### config.mk
export PLATFORM = sky130hd
export DESIGN_NAME = mts_sequencer
export DESIGN_NICKNAME = d
export VERILOG_FILES = /design/src/design/mts_pkg.sv /design/src/design/mts_sequencer.sv
export SDC_FILE = /design/constraint.sdc
export NUM_CORES = 1
export LEC_CHECK = 0
export BUFFER_PORTS_ARGS = -buffer_cell sky130_fd_sc_hd__buf_2
export CORE_UTILIZATION = 53
export CTS_BUF_LIST = sky130_fd_sc_hd__clkbuf_8
export DETAILED_ROUTE_END_ITERATION = 10
export PLACE_DENSITY = 0.74
export SLEW_MARGIN = 20
export SYNTH_ARGS = -nofsm -noshare
export SYNTH_HDL_FRONTEND = slang
export SYNTH_SLANG_ARGS = --single-unit
### constraint.sdc
create_clock -name mclk -period 6.8 [get_ports mclk]
set_input_delay 0.68 -clock mclk [delete_from_list [all_inputs] [get_ports mclk]]
set_output_delay 0.68 -clock mclk [all_outputs]
set_load 0.03 [all_outputs]
### src/design/mts_pkg.sv
package mts_pkg;

	// trigger source selection
	typedef enum logic [1:0] {
		MTS_SRC_FREE,
		MTS_SRC_SINGLE,
		MTS_SRC_EXT,
		MTS_SRC_LEVEL
	} mts_src_e;

	// delay mode selection
	typedef enum logic [1:0] {
		MTS_DLY_AUTO,
		MTS_DLY_ZERO,
		MTS_DLY_MANUAL
	} mts_dly_e;

	// measurement function classes
	typedef enum logic [1:0] {
		MTS_FN_DC_VOLTAGE,
		MTS_FN_DC_CURRENT,
		MTS_FN_RESISTANCE,
		MTS_FN_OTHER
	} mts_fn_e;

	// apb request bundle
	typedef struct packed {
		logic        psel;
		logic        penable;
		logic        pwrite;
		logic [11:0] paddr;
		logic [31:0] pwdata;
	} mts_apb_req_s;

	// apb register offsets
	localparam logic [11:0] MTS_OFF_CTRL   = 12'h000;
	localparam logic [11:0] MTS_OFF_COUNT  = 12'h004;
	localparam logic [11:0] MTS_OFF_DELAY  = 12'h008;
	localparam logic [11:0] MTS_OFF_LEVEL  = 12'h00C;
	localparam logic [11:0] MTS_OFF_ACTION = 12'h010;
	localparam logic [11:0] MTS_OFF_STATUS = 12'h014;
	localparam logic [11:0] MTS_OFF_HELD   = 12'h018;

	// control register field positions
	localparam int MTS_CTRL_SRC_LO  = 0;
	localparam int MTS_CTRL_DLY_LO  = 2;
	localparam int MTS_CTRL_FALL    = 4;
	localparam int MTS_CTRL_PULSE   = 5;
	localparam int MTS_CTRL_HOLD    = 6;
	localparam int MTS_CTRL_BAND_LO = 7;

	// action register bits (write one to fire)
	localparam int MTS_ACT_SINGLE = 0;
	localparam int MTS_ACT_RUNHOLD = 1;

	// status register bits
	localparam int MTS_ST_BUSY   = 0;
	localparam int MTS_ST_REMOTE = 1;
	localparam int MTS_ST_HOLD   = 2;

	// reset values
	localparam logic [15:0] MTS_COUNT_RST = 16'h0001;
	localparam logic [15:0] MTS_COUNT_MAX = 16'hC350;
	localparam logic [1:0]  MTS_BAND_RST  = 2'h1;
	localparam logic [31:0] MTS_UNMAPPED  = 32'h0000_0000;

	// timing: manual delay in milliseconds, clock rate
	localparam int          MTS_CLK_HZ       = 25_000_000;
	localparam int          MTS_DLY_MAX_MS   = 3_600_000;
	localparam int          MTS_CYC_PER_MS   = MTS_CLK_HZ / 1000;
	localparam int          MTS_PULSE_NS     = 40;
	localparam int          MTS_PULSE_CYC    = (MTS_PULSE_NS * 25 + 999) / 1000;
	localparam int          MTS_HOLD_HITS    = 3;

	// band divisors: shift of range giving 0.01,0.1,1,10 percent approx
	localparam logic [4:0] MTS_BAND_SH0 = 5'd13;
	localparam logic [4:0] MTS_BAND_SH1 = 5'd10;
	localparam logic [4:0] MTS_BAND_SH2 = 5'd7;
	localparam logic [4:0] MTS_BAND_SH3 = 5'd3;

endpackage : mts_pkg

### src/design/mts_sequencer.sv
`timescale 1ns/1ps
// Behaviour
// - four trigger sources, free-running after reset
// - burst count 1 to 50000, default one
// - free-running starts readings back to back
// - single key event starts one burst
// - external edge of chosen polarity starts burst
// - level crossing triggers, dc and resistance only
// - slope selects edge for external and level
// - delay precedes every reading of burst
// - delay auto, zero, or manual 0-3600 s
// - enabled done output pulses low per reading
// - hold updates after three out-of-band readings
// - band 0.01/0.1/1/10 percent, default 0.1
// - run/hold event in free-running engages hold
// - single key event under remote returns local
module mts_sequencer #(
	parameter int DLY_CYC_PER_MS = mts_pkg::MTS_CYC_PER_MS,
	parameter int RW             = 24
) (
	input  wire logic               mclk,
	input  wire logic               rst_n,
	input  wire mts_pkg::mts_apb_req_s apb_req,
	output logic [31:0]             prdata,
	output logic                    pready,
	output logic                    pslverr,
	input  wire logic               ext_trig_in,
	input  wire logic               single_key,
	input  wire logic               runhold_key,
	input  wire logic               remote_mode,
	input  wire mts_pkg::mts_fn_e   meas_function,
	input  wire logic [RW-1:0]      input_level,
	input  wire logic [RW-1:0]      range_full,
	input  wire logic [15:0]        auto_delay_cyc,
	output logic                    reading_start,
	input  wire logic               reading_ready,
	input  wire logic [RW-1:0]      reading_value,
	output logic [RW-1:0]           display_value,
	output logic                    go_local,
	output logic                    measurement_done_output_n
);

	// refuse widths that the band shifts and the read mux cannot serve
	if (RW < 8 || RW > 32 || DLY_CYC_PER_MS < 1) begin : g_bad_param
		$error("mts_sequencer: unsupported parameters");
	end

	////////////////////////////////////////////////////////////////////////
	// register file
	mts_pkg::mts_src_e src_r;                   // trigger source
	mts_pkg::mts_dly_e dly_mode_r;              // delay mode
	logic              slope_fall_r;            // falling edge select
	logic              complete_pulse_enable_r; // done pulse enable
	logic              hold_en_r;               // reading hold enable
	logic [1:0]        band_r;                  // hold band select
	logic [15:0]       count_r;                 // burst count
	logic [21:0]       dly_ms_r;                // manual delay, ms
	logic [RW-1:0]     level_r;                 // trigger level
	logic              busy_r;                  // burst in progress
	logic              act_single;              // key or software single event
	logic              act_runhold;             // key or software run/hold event
	logic              wr_acc;                  // write access phase
	logic [11:0]       addr;                    // request address

	assign addr   = apb_req.paddr;
	assign wr_acc = apb_req.psel & apb_req.penable & apb_req.pwrite;
	// every access completes in one cycle, no error response exists
	assign pready  = 1'b1;  // zero wait states
	assign pslverr = 1'b0;

	// configuration writes
	always_ff @(posedge mclk or negedge rst_n) begin
		if (!rst_n) begin
			src_r                   <= mts_pkg::MTS_SRC_FREE;
			dly_mode_r              <= mts_pkg::MTS_DLY_AUTO;
			slope_fall_r            <= 1'b0;
			complete_pulse_enable_r <= 1'b0;
			hold_en_r               <= 1'b0;
			band_r                  <= mts_pkg::MTS_BAND_RST;
			count_r                 <= mts_pkg::MTS_COUNT_RST;
			dly_ms_r                <= '0;
			level_r                 <= '0;
		end else begin
			if (wr_acc && addr == mts_pkg::MTS_OFF_CTRL) begin
				src_r <= mts_pkg::mts_src_e'(
					apb_req.pwdata[mts_pkg::MTS_CTRL_SRC_LO +: 2]);
				if (apb_req.pwdata[mts_pkg::MTS_CTRL_DLY_LO +: 2] != 2'h3)
					dly_mode_r <= mts_pkg::mts_dly_e'(
						apb_req.pwdata[mts_pkg::MTS_CTRL_DLY_LO +: 2]);
				slope_fall_r <= apb_req.pwdata[mts_pkg::MTS_CTRL_FALL];
				complete_pulse_enable_r <=
					apb_req.pwdata[mts_pkg::MTS_CTRL_PULSE];
				hold_en_r <= apb_req.pwdata[mts_pkg::MTS_CTRL_HOLD];
				band_r <= apb_req.pwdata[mts_pkg::MTS_CTRL_BAND_LO +: 2];
			end else if (act_runhold && src_r == mts_pkg::MTS_SRC_FREE) begin
				hold_en_r <= 1'b1;
			end
			// out-of-range counts are refused, old value kept
			if (wr_acc && addr == mts_pkg::MTS_OFF_COUNT
				&& apb_req.pwdata[31:16] == 16'h0000
				&& apb_req.pwdata[15:0] != 16'h0000
				&& apb_req.pwdata[15:0] <= mts_pkg::MTS_COUNT_MAX)
				count_r <= apb_req.pwdata[15:0];
			if (wr_acc && addr == mts_pkg::MTS_OFF_DELAY
				&& apb_req.pwdata <= 32'(mts_pkg::MTS_DLY_MAX_MS))
				dly_ms_r <= apb_req.pwdata[21:0];
			if (wr_acc && addr == mts_pkg::MTS_OFF_LEVEL)
				level_r <= apb_req.pwdata[RW-1:0];
		end
	end

	// action strobes from software, or front-panel key pins
	assign act_single  = single_key | (wr_acc
		&& addr == mts_pkg::MTS_OFF_ACTION
		&& apb_req.pwdata[mts_pkg::MTS_ACT_SINGLE]);
	assign act_runhold = runhold_key | (wr_acc
		&& addr == mts_pkg::MTS_OFF_ACTION
		&& apb_req.pwdata[mts_pkg::MTS_ACT_RUNHOLD]);

	// read mux, registered data
	// captured in the setup phase so the word stands through access
	// and until the next read setup
	always_ff @(posedge mclk or negedge rst_n) begin
		if (!rst_n) begin
			prdata <= '0;
		end else if (apb_req.psel && !apb_req.penable && !apb_req.pwrite) begin
			case (addr)
				mts_pkg::MTS_OFF_CTRL:   prdata <= 32'({band_r, hold_en_r,
					complete_pulse_enable_r, slope_fall_r, dly_mode_r, src_r});
				mts_pkg::MTS_OFF_COUNT:  prdata <= 32'(count_r);
				mts_pkg::MTS_OFF_DELAY:  prdata <= 32'(dly_ms_r);
				mts_pkg::MTS_OFF_LEVEL:  prdata <= 32'(level_r);
				mts_pkg::MTS_OFF_STATUS: prdata <= 32'({hold_en_r,
					remote_mode, busy_r});
				mts_pkg::MTS_OFF_HELD:   prdata <= 32'(display_value);
				default:                 prdata <= mts_pkg::MTS_UNMAPPED;
			endcase
		end
	end

	////////////////////////////////////////////////////////////////////////
	// trigger detection
	logic ext_q_r;        // previous external pin level
	logic above_q_r;      // previous level comparison
	logic above;          // input above level now
	logic ext_edge;       // selected edge on external pin
	logic lvl_edge;       // selected crossing of level
	logic lvl_allowed;    // function supports level trigger
	logic trig;           // accepted trigger event

	assign above = input_level > level_r;
	assign ext_edge = slope_fall_r ? (ext_q_r & ~ext_trig_in)
		: (~ext_q_r & ext_trig_in);
	assign lvl_edge = slope_fall_r ? (above_q_r & ~above)
		: (~above_q_r & above);
	assign lvl_allowed = meas_function != mts_pkg::MTS_FN_OTHER;

	// edge history
	// both histories reset low, so a level already above the threshold
	// after reset looks like a rising crossing on the first clock
	always_ff @(posedge mclk or negedge rst_n) begin
		if (!rst_n) begin
			ext_q_r   <= 1'b0;
			above_q_r <= 1'b0;
		end else begin
			ext_q_r   <= ext_trig_in;
			above_q_r <= above;
		end
	end

	// source selection
	// free running re-arms from idle every cycle, so readings run back
	// to back, limited only by the delay and the conversion time
	always_comb begin
		case (src_r)
			mts_pkg::MTS_SRC_FREE:   trig = 1'b1;
			mts_pkg::MTS_SRC_SINGLE: trig = act_single;
			mts_pkg::MTS_SRC_EXT:    trig = ext_edge;
			mts_pkg::MTS_SRC_LEVEL:  trig = lvl_edge & lvl_allowed;
			default:                 trig = 1'b0;
		endcase
	end

	// single key under remote hands control back to local
	always_ff @(posedge mclk or negedge rst_n) begin
		if (!rst_n)
			go_local <= 1'b0;
		else
			go_local <= act_single & remote_mode;
	end

	////////////////////////////////////////////////////////////////////////
	// burst sequencer
	// idle waits for a trigger, delay counts down before every reading,
	// meas waits for the front end to report the reading
	typedef enum logic [1:0] {
		MTS_ST_IDLE,
		MTS_ST_DELAY,
		MTS_ST_MEAS
	} mts_seq_e;

	mts_seq_e    st_r;       // sequencer state
	logic [15:0] left_r;     // readings still to take
	logic [21:0] ms_r;       // delay milliseconds left
	logic [31:0] cyc_r;      // cycles left in current ms or auto delay
	logic        dly_done;   // delay expired this cycle
	logic        start_r;    // reading start strobe
	logic [31:0] dly_load_cyc; // initial cycle count of a delay
	logic [21:0] dly_load_ms;  // initial ms count of a delay

	// delay preload per reading: auto counts cycles only, manual counts
	// whole milliseconds, each refilled with a full ms of cycles on entry,
	// so long manual delays never need a counter wider than 32 bits
	always_comb begin
		case (dly_mode_r)
			mts_pkg::MTS_DLY_AUTO: begin
				dly_load_cyc = 32'(auto_delay_cyc);
				dly_load_ms  = '0;
			end
			mts_pkg::MTS_DLY_MANUAL: begin
				dly_load_cyc = '0;
				dly_load_ms  = dly_ms_r;
			end
			default: begin
				dly_load_cyc = '0;
				dly_load_ms  = '0;
			end
		endcase
	end

	// delay has run out once both counters are empty; a zero delay is
	// therefore done in the first delay cycle
	assign dly_done = cyc_r == 32'h0000_0000 && ms_r == 22'h000000;

	// state, counters and start strobe
	always_ff @(posedge mclk or negedge rst_n) begin
		if (!rst_n) begin
			st_r    <= MTS_ST_IDLE;
			left_r  <= '0;
			ms_r    <= '0;
			cyc_r   <= '0;
			start_r <= 1'b0;
			busy_r  <= 1'b0;
		end else begin
			start_r <= 1'b0;
			case (st_r)
				MTS_ST_IDLE: begin
					if (trig) begin
						st_r   <= MTS_ST_DELAY;
						left_r <= count_r;
						ms_r   <= dly_load_ms;
						cyc_r  <= dly_load_cyc;
						busy_r <= 1'b1;
					end
				end
				MTS_ST_DELAY: begin // triggers ignored here
					if (dly_done) begin
						st_r    <= MTS_ST_MEAS;
						start_r <= 1'b1;
					end else if (cyc_r != 32'h0000_0000) begin
						// drain the cycles of the current stretch
						cyc_r <= cyc_r - 32'h0000_0001;
					end else begin
						// open the next millisecond, this cycle counts
						ms_r  <= ms_r - 22'h000001;
						cyc_r <= 32'(DLY_CYC_PER_MS - 1);
					end
				end
				MTS_ST_MEAS: begin
					if (reading_ready) begin
						if (left_r == 16'h0001) begin
							st_r   <= MTS_ST_IDLE;
							busy_r <= 1'b0;
						end else begin
							st_r  <= MTS_ST_DELAY;
							ms_r  <= dly_load_ms;
							cyc_r <= dly_load_cyc;
						end
						left_r <= left_r - 16'h0001;
					end
				end
				default: st_r <= MTS_ST_IDLE;
			endcase
		end
	end

	assign reading_start = start_r;

	// done pulse, one cycle low per finished reading
	// readings never finish back to back, so each pulse is separate
	// from the next one by at least one high cycle
	always_ff @(posedge mclk or negedge rst_n) begin
		if (!rst_n)
			measurement_done_output_n <= 1'b1;
		else
			measurement_done_output_n <= ~(st_r == MTS_ST_MEAS
				&& reading_ready && complete_pulse_enable_r);
	end

	////////////////////////////////////////////////////////////////////////
	// reading hold filter
	// band half-widths are shift approximations of the full range
	logic [RW-1:0] diff;     // distance from held value
	logic [RW-1:0] band;     // band half-width
	logic [1:0]    hits_r;   // consecutive out-of-band count
	logic          outside;  // reading outside band

	always_comb begin
		case (band_r)
			2'h0:    band = range_full >> mts_pkg::MTS_BAND_SH0;
			2'h1:    band = range_full >> mts_pkg::MTS_BAND_SH1;
			2'h2:    band = range_full >> mts_pkg::MTS_BAND_SH2;
			default: band = range_full >> mts_pkg::MTS_BAND_SH3;
		endcase
	end

	assign diff = reading_value > display_value
		? reading_value - display_value : display_value - reading_value;
	assign outside = diff > band;

	// display update
	// with hold off every reading is shown; with hold on only a run of
	// three out-of-band readings replaces the held value
	always_ff @(posedge mclk or negedge rst_n) begin
		if (!rst_n) begin
			display_value <= '0;
			hits_r        <= '0;
		end else if (st_r == MTS_ST_MEAS && reading_ready) begin
			if (!hold_en_r) begin
				display_value <= reading_value;
				hits_r        <= '0;
			end else if (!outside) begin
				hits_r <= '0;
			end else if (hits_r == 2'(mts_pkg::MTS_HOLD_HITS - 1)) begin
				display_value <= reading_value;
				hits_r        <= '0;
			end else begin
				hits_r <= hits_r + 2'h1;
			end
		end
	end

endmodule : mts_sequencer

==> results by group, run 1 <==
Outcome
  – Run status: finished clean

Timing
  – RSZ-0062 raised after global routing: false
  – Minimum clock period: 5940 ps
  – Sum of negative setup slack: 0 ps
  – Final Max Slew Viols: 0
  – Worst-Margin Slew: 1100 ps
  – Final Hold Violating Endpoints: 0
  – Final period utilization: 87.4%
  – Max Fclk: 168 MHz
  – Final Skew: 22.8 ps
  – Endpoints failing setup: 0
  – Slew Limit Headroom: 26.2%

Placement
  – DP HPWL: 34,300 um
  – Port Buffers: 191
  – Gp weighted congestion: 0.994
  – Inst Count DP: 2,121

Pwr
  – Power per cell area: 213 nW/um2
  – Total Power: 3.40 mW
  – Peak supply drop: 141 uV
  – Leak pwr: 7.52 nW

Die
  – Die Span Y: 167 um
  – Num ports: 205
  – Die width: 167 um
  – Initial Utilization: 53.8%
  – Site row count: 60
  – Die area: 27,900 um2
  – Core ar.: 26,800 um2

Clock network
  – Num CTS Buffers: 17
  – Worst-path clk slew: 120 ps
  – PostCTS Resize Cnt: 0
  – Clk Latency, worst-skew pair: 500 ps
  – CTS tree: built
  – Clock Tree Root: clkbuf_8
  – Postcts setup bufs: 0
  – CTS sink cnt: 199
  – Hold-fix buffers, CTS: 0
  – H-tree depth: 4
  – Max clock buf depth: 2

Logic synthesis
  – Synth top area cells: dfrtp_1 34%, ha_1 8.4%, a21oi_1 5.3%, mux2_2 5.0%, o21ai_0 4.3%
  – Syn_area_per_cell: 8.71 um2
  – Syn Inst Count: 1,657
  – Area leader, netlist: dfrtp_1
  – Top cell type's share of synthesized area: 34.0%
  – Seq cells post-synth: 199
  – Async set-reset flop share out of synthesis: 100%
  – Synth warnings: 0
  – Ys flop type: dfrtp_1
  – Netlist Area Pre-Place: 14,400 um2
  – Register area share after synthesis: 34.5%
  – Synth unique cells: 85
  – EDFF count, synth: 0

Run
  – Max-cap violations: 0

Setup path
  – Crit end category: register
  – R2R depth: 22
  – Startpoint types: register
  – Crit-path max FO: 17
  – R2R Path End: display_value[22]$_DFFE_PN0P_
  – Arr. time, crit path: 6350 ps
  – Worst EP required: 7210 ps
  – Setup CP Type: reg2reg
  – Flop2flop setup slack: 860 ps
  – Worst R2R Start: display_value[19]$_DFFE_PN0P_

Cells and area
  – # diodes: 0
  – Area Overhead vs Synth: 10.8%
  – Layout Nets: 2,042
  – Layout cell share with drive strength beyond 1: 18.9%
  – Final cell count without fillers: 2,153
  – Post-layout util: 59.6%

Drt
  – Via density: 6.32
  – Residual DRC count: 0
  – Routed Antenna Nets: 0
  – Vias: 13,600
  – Final WL: 45,100 um
  – Initial DRT Pass Iterations: 8
  – Avg WL per Cell: 20.9 um
  – Initial DRC Count: 1,279

Hold path
  – HP Class: in2async

Global routing
  – Congestion Overflow GR: 0
  – First-pass GRT wire length: 71,300 um
  – Initial antenna violation count: 0
  – Vias in the first global route: 13,100
  – Pin count of the biggest net entering global routing: 76
  – Total Routing Usage GR: 32.6%
[cell families (layout without fill, tap and decap cells)]
logic type,Yosys count,in the layout,share of synthesized area [%]
adders and majority gates,99,99,8.69
xor gates and xnor gates,20,20,1.21
other,2,10,0.0521
muxes,142,142,11.5
buffers and inverters,214,361,6.33
AOI/OAI and AO/OA,522,522,22.7
DFF,199,199,34.5
and+or+nand+nor,459,459,15.0
[layout by cell type, fill, tap and decap left out, types with 25 or more instances in the layout]
cell | synthesis | final
a21o_1 | 34 | 34
mux2_2 | 64 | 64
buf_2 | 34 | 190
inv_1 | 114 | 115
o22ai_1 | 32 | 32
nor3_1 | 45 | 44
mux2i_1 | 50 | 50
a22oi_1 | 25 | 25
o21ai_0 | 124 | 124
dfrtp_1 | 196 | 196
nand2_1 | 124 | 124
nor2_1 | 145 | 144
a21oi_1 | 153 | 153
ha_1 | 97 | 97
[flip-flops by register name, indices dropped and copies added (netlist names), 2 cells and up]
register       flops
prdata            24
src_r              2
display_value     24
dly_mode_r         2
band_r             2
hits_r             2
ms_r              22
cyc_r             32
dly_ms_r          22
count_r           16
left_r            16
st_r               2
level_r           24
[through the flow]
| stage | worst slack [ps] | instance area, um2 | hold slack (ps) |
|---|---|---|---|
| floorplan | 1750 | 14500 | 384 |
| global placement | 704 | 15600 | 458 |
| detailed placement | 577 | 15600 | 466 |
| CTS | 893 | 16000 | 165 |
| global route | 332 | 16000 | 145 |
| finish | 858 | 16000 | 131 |
[final cells by class]
class | instances | area, um2
multi-input cells | 1252 | 8580
flip-flops and latches | 199 | 4980
fillers | 2395 | 10800
clock buffers | 17 | 234
repair buffers | 214 | 1140
inverters | 115 | 432
well taps | 341 | 427
clock inverters | 15 | 185
[worst max-delay path, cell delays in order, from the launching register on]
cell       delay [ps]
dfrtp_1           460
ha_1              520
nand2_1           140
o21ai_1           310
o21ai_0           150
a32oi_1           360
nand2_2           330
a211oi_1          260
a21oi_1           110
a221oi_1          440
o221ai_1          180
xor2_1            260
ha_1              290
a21oi_1           140
o21ai_0           150
a2111oi_0         370
a21oi_1           150
nor2b_1           130
mux2_4            180
a21oi_4            60
o21ai_4           320
buf_4             300
mux2i_1           230
[cells in the mapped netlist (16+ instances only)]
cell type / n
nor3_1: 45
mux2i_1: 50
nand2_1: 124
a31oi_1: 22
nand3_1: 22
a21oi_1: 153
o22ai_1: 32
o21ai_0: 124
clkbuf_1: 47
nor4_1: 23
nor2_1: 145
nand4_1: 22
dfrtp_1: 196
inv_1: 114
buf_2: 34
nor2b_1: 16
ha_1: 97
mux2_2: 64
mux2_1: 16
a21o_1: 34
a22oi_1: 25
[worst max path at each step]
| stage | startpoint | end | depth (start not counted) |
|---|---|---|---|
| after floorplan | reading_value[0] | display_value[23]$_DFFE_PN0P_ | 23 |
| after global placement | reading_value[19] | display_value[0]$_DFFE_PN0P_ | 24 |
| after detailed placement | reading_value[19] | display_value[22]$_DFFE_PN0P_ | 24 |
| after CTS | display_value[19]$_DFFE_PN0P_ | display_value[22]$_DFFE_PN0P_ | 22 |
| after global routing | display_value[19]$_DFFE_PN0P_ | display_value[17]$_DFFE_PN0P_ | 22 |
| final | display_value[19]$_DFFE_PN0P_ | display_value[22]$_DFFE_PN0P_ | 22 |
[metal layers]
| layer | part of all wire [%] | vias to the layer above | global-route usage, % |
|---|---|---|---|
| li1 | - | 6290 | - |
| met5 | 0 | - | 0 |
| met3 | 7.5 | 101 | 5.16 |
| met1 | 41 | 6608 | 42.5 |
| met2 | 48 | 618 | 54.4 |
| met4 | 3.5 | 0 | 12.3 |
[power by group]
group | total [mW] | internal (mW) | switching (mW)
registers | 1.43 | 1.30 | 0.132
clock network | 0.842 | 0.343 | 0.500
logic | 1.12 | 0.424 | 0.701
total | 3.40 | 2.07 | 1.33
(Power assumes the default switching activity.)
==> inputs of run 2 (changes only) <==
==> constraint.sdc (replaced) <==
create_clock -name mclk -period 6.8 [get_ports mclk]
set_input_delay 0.34 -clock mclk [delete_from_list [all_inputs] [get_ports mclk]]
set_output_delay 0.34 -clock mclk [all_outputs]
set_load 0.03 [all_outputs]
==> run 2 against run 1 <==
  * The flow now finishes with violations (design-rule violations)
  * Maximum frequency shrank 2.7%
  * Clock skew rose by 9.2 ps
  * Final area about the same
  * Cell count barely moved
  * Global-route usage shrank 0.35 points
  * Non-clock buffer count down 2
  * Combinational power is essentially flat
  * Clock power decreased by 2.5%
  * Hold slack got worse by 48 ps
  * Clock-buffer cell count rose by 1
  * Register-to-register slack lost 170 ps
  * Largest cell class unchanged
==> results by group, run 2 (synthesis results as in run 1) <==
Die
  – Initial Utilization: 53.8%
  – Die width: 167 um
  – Num ports: 205
  – Site row count: 60
  – Core ar.: 26,800 um2
  – Die area: 27,900 um2
  – Die Span Y: 167 um

Clock network
  – CTS sink cnt: 199
  – Num CTS Buffers: 17
  – H-tree depth: 4
  – Postcts setup bufs: 0
  – CTS tree: built
  – Worst-path clk slew: 140 ps
  – Clk Latency, worst-skew pair: 500 ps
  – Clock Tree Root: clkbuf_8
  – Max clock buf depth: 2

Global routing
  – First-pass GRT wire length: 70,600 um
  – Congestion Overflow GR: 0
  – Initial antenna violation count: 1
  – Pin count of the biggest net entering global routing: 75
  – Total Routing Usage GR: 32.2%
  – Vias in the first global route: 12,800

Drt
  – Avg WL per Cell: 20.9 um
  – Residual DRC count: 2
  – Vias: 13,500
  – Final WL: 44,900 um
  – Via density: 6.28
  – Initial DRT Pass Iterations: 11
  – Initial DRC Count: 1,162
  – Routed Antenna Nets: 0

Setup path
  – Crit-path max FO: 15
  – CP peak stage delay: 550 ps
  – Worst R2R Start: display_value[16]$_DFFE_PN0P_
  – Arr. time, crit path: 6520 ps
  – CP Launch Point: display_value[16]$_DFFE_PN0P_
  – R2R Path End: display_value[7]$_DFFE_PN0P_
  – Setup CP Type: reg2reg
  – Worst EP required: 7210 ps
  – Startpoint types: register
  – Flop2flop setup slack: 690 ps
  – R2R depth: 22
  – CP cell instances: ha_1 > and4_1 > nand4_1 > nor3_1 > a32oi_1 > nand2_2 > buf_4 > mux2i_1 > a22oi_1 > o22ai_1 > xnor2_1 > ha_1 > a21oi_1 > o21ai_0 > a2111oi_0 > a21oi_1 > nor2b_1 > mux2_4 > a21oi_4 > o21ai_4 > buf_4 > mux2i_1
  – Crit end category: register
  – Slowest-stage cell, CP: ha_1

Cells and area
  – Layout Nets: 2,040
  – Commonest cells after routing, fill and taps aside: 196 x dfrtp_1, 190 x buf_2, 153 x a21oi_1, 144 x nor2_1
  – Fillers: 2,379
  – Layout cell share with drive strength beyond 1: 18.8%
  – Largest Register: cyc_r
  – Multi-input logic area: 8580 um2
  – Area Overhead vs Synth: 10.8%
  – FF+latch area: 4980 um2
  – Most common cell after layout, fill and taps aside: dfrtp_1
  – Post-layout util: 59.6%
  – Max reg flops: 32

Placement
  – Port Buffers: 191
  – DP HPWL: 34,600 um
  – Gp weighted congestion: 1.00

Pwr
  – Peak supply drop: 183 uV
  – Power per cell area: 211 nW/um2
  – Leak pwr: 7.51 nW

Run
  – Max-cap violations: 0

Hold path
  – WHS Endpoint: display_value[23]$_DFFE_PN0P_
  – HP Class: in2reg
  – Worst hold start: reading_value[23]
  – Hold path depth: 2

Outcome
  – Run status: complete, but fails checks
  – Violated checks: design-rule violations

Timing
  – RSZ-0062 raised after global routing: false
  – Slew Limit Headroom: 25.9%
  – Final Hold Violating Endpoints: 0
  – Final Max Slew Viols: 0
  – Worst-Margin Slew: 1110 ps
  – Minimum clock period: 6110 ps
  – Final Skew: 32.0 ps
  – Final period utilization: 89.8%
  – Max Fclk: 164 MHz
  – Endpoints failing setup: 0
  – Sum of negative setup slack: 0 ps
-- run 2: cell count changes in the layout (fill, tap and decap cells not counted), sizes merged, moves of 2 or more --
cell	delta
inv	+2
bufinv	-2
dlygate4sd3	+2
buf	-4
-- run 2: how the worst max path moves through the flow --
stage | end | slack [ps] | cells past startpoint
3_3_place_gp | display_value[1]$_DFFE_PN0P_ | 890 | 24
6_report | display_value[7]$_DFFE_PN0P_ | 690 | 22
4_1_cts | display_value[7]$_DFFE_PN0P_ | 820 | 22
5_1_grt | display_value[0]$_DFFE_PN0P_ | 310 | 22
3_5_place_dp | display_value[16]$_DFFE_PN0P_ | 850 | 24
2_1_floorplan | display_value[23]$_DFFE_PN0P_ | 1890 | 22
-- run 2: layer usage --
layer | vias to the layer above | track usage (%) | wire length, um
li1 | 6292 | - | -
met1 | 6575 | 42.5 | 18700
met2 | 563 | 54.1 | 21800
met3 | 86 | 4.35 | 2910
met4 | 0 | 11.8 | 1500
met5 | - | 0 | 0
-- run 2: cell type report --
type	count	share of cell area, %
Inverter	115	2.70
Clock inverter	14	1.13
Clock buffer	18	1.55
Multi-Input combinational cell	1252	53.7
Sequential cell	199	31.2
Antenna cell	1	0.0157
Timing Repair Buffer	212	7.05
Tap cell	341	2.67
-- run 2: timing repair --
item | CTS | global route
hold buffers | 2 | 0
gates resized for setup | 0 | 0
endpoints found under the hold margin | 70 | 0
-- run 2: report_power, final --
group	switching [mW]	internal (mW)
sequential	0.131	1.30
combinational	0.698	0.423
clock	0.522	0.299
-- run 2: worst max-delay path: cells and delay by family, from the launching register on --
family / cells / cell delay (ps)
AO/OA/AOI/OAI: 9 / 1900
XOR/XNOR: 1 / 170
adder cells (fa/ha/maj): 2 / 840
buffers and inverters: 2 / 570
flip-flops: 1 / 490
multiplexers: 3 / 720
AND/OR/NAND/NOR: 5 / 1300
-- run 2: metrics by stage --
step / area (um2) / setup slack [ps] / power, mW / std cells / hold WS (ps)
floorplan: 14500 / 1890 / 2.22 / 1665 / 44.4
global placement: 15500 / 885 / 2.52 / 2117 / 406
detailed placement: 15500 / 851 / 2.55 / 2117 / 409
CTS: 16000 / 824 / 3.37 / 2151 / 61.6
global route: 16000 / 310 / 3.56 / 2151 / 70.6
finish: 16000 / 692 / 3.38 / 2152 / 82.8
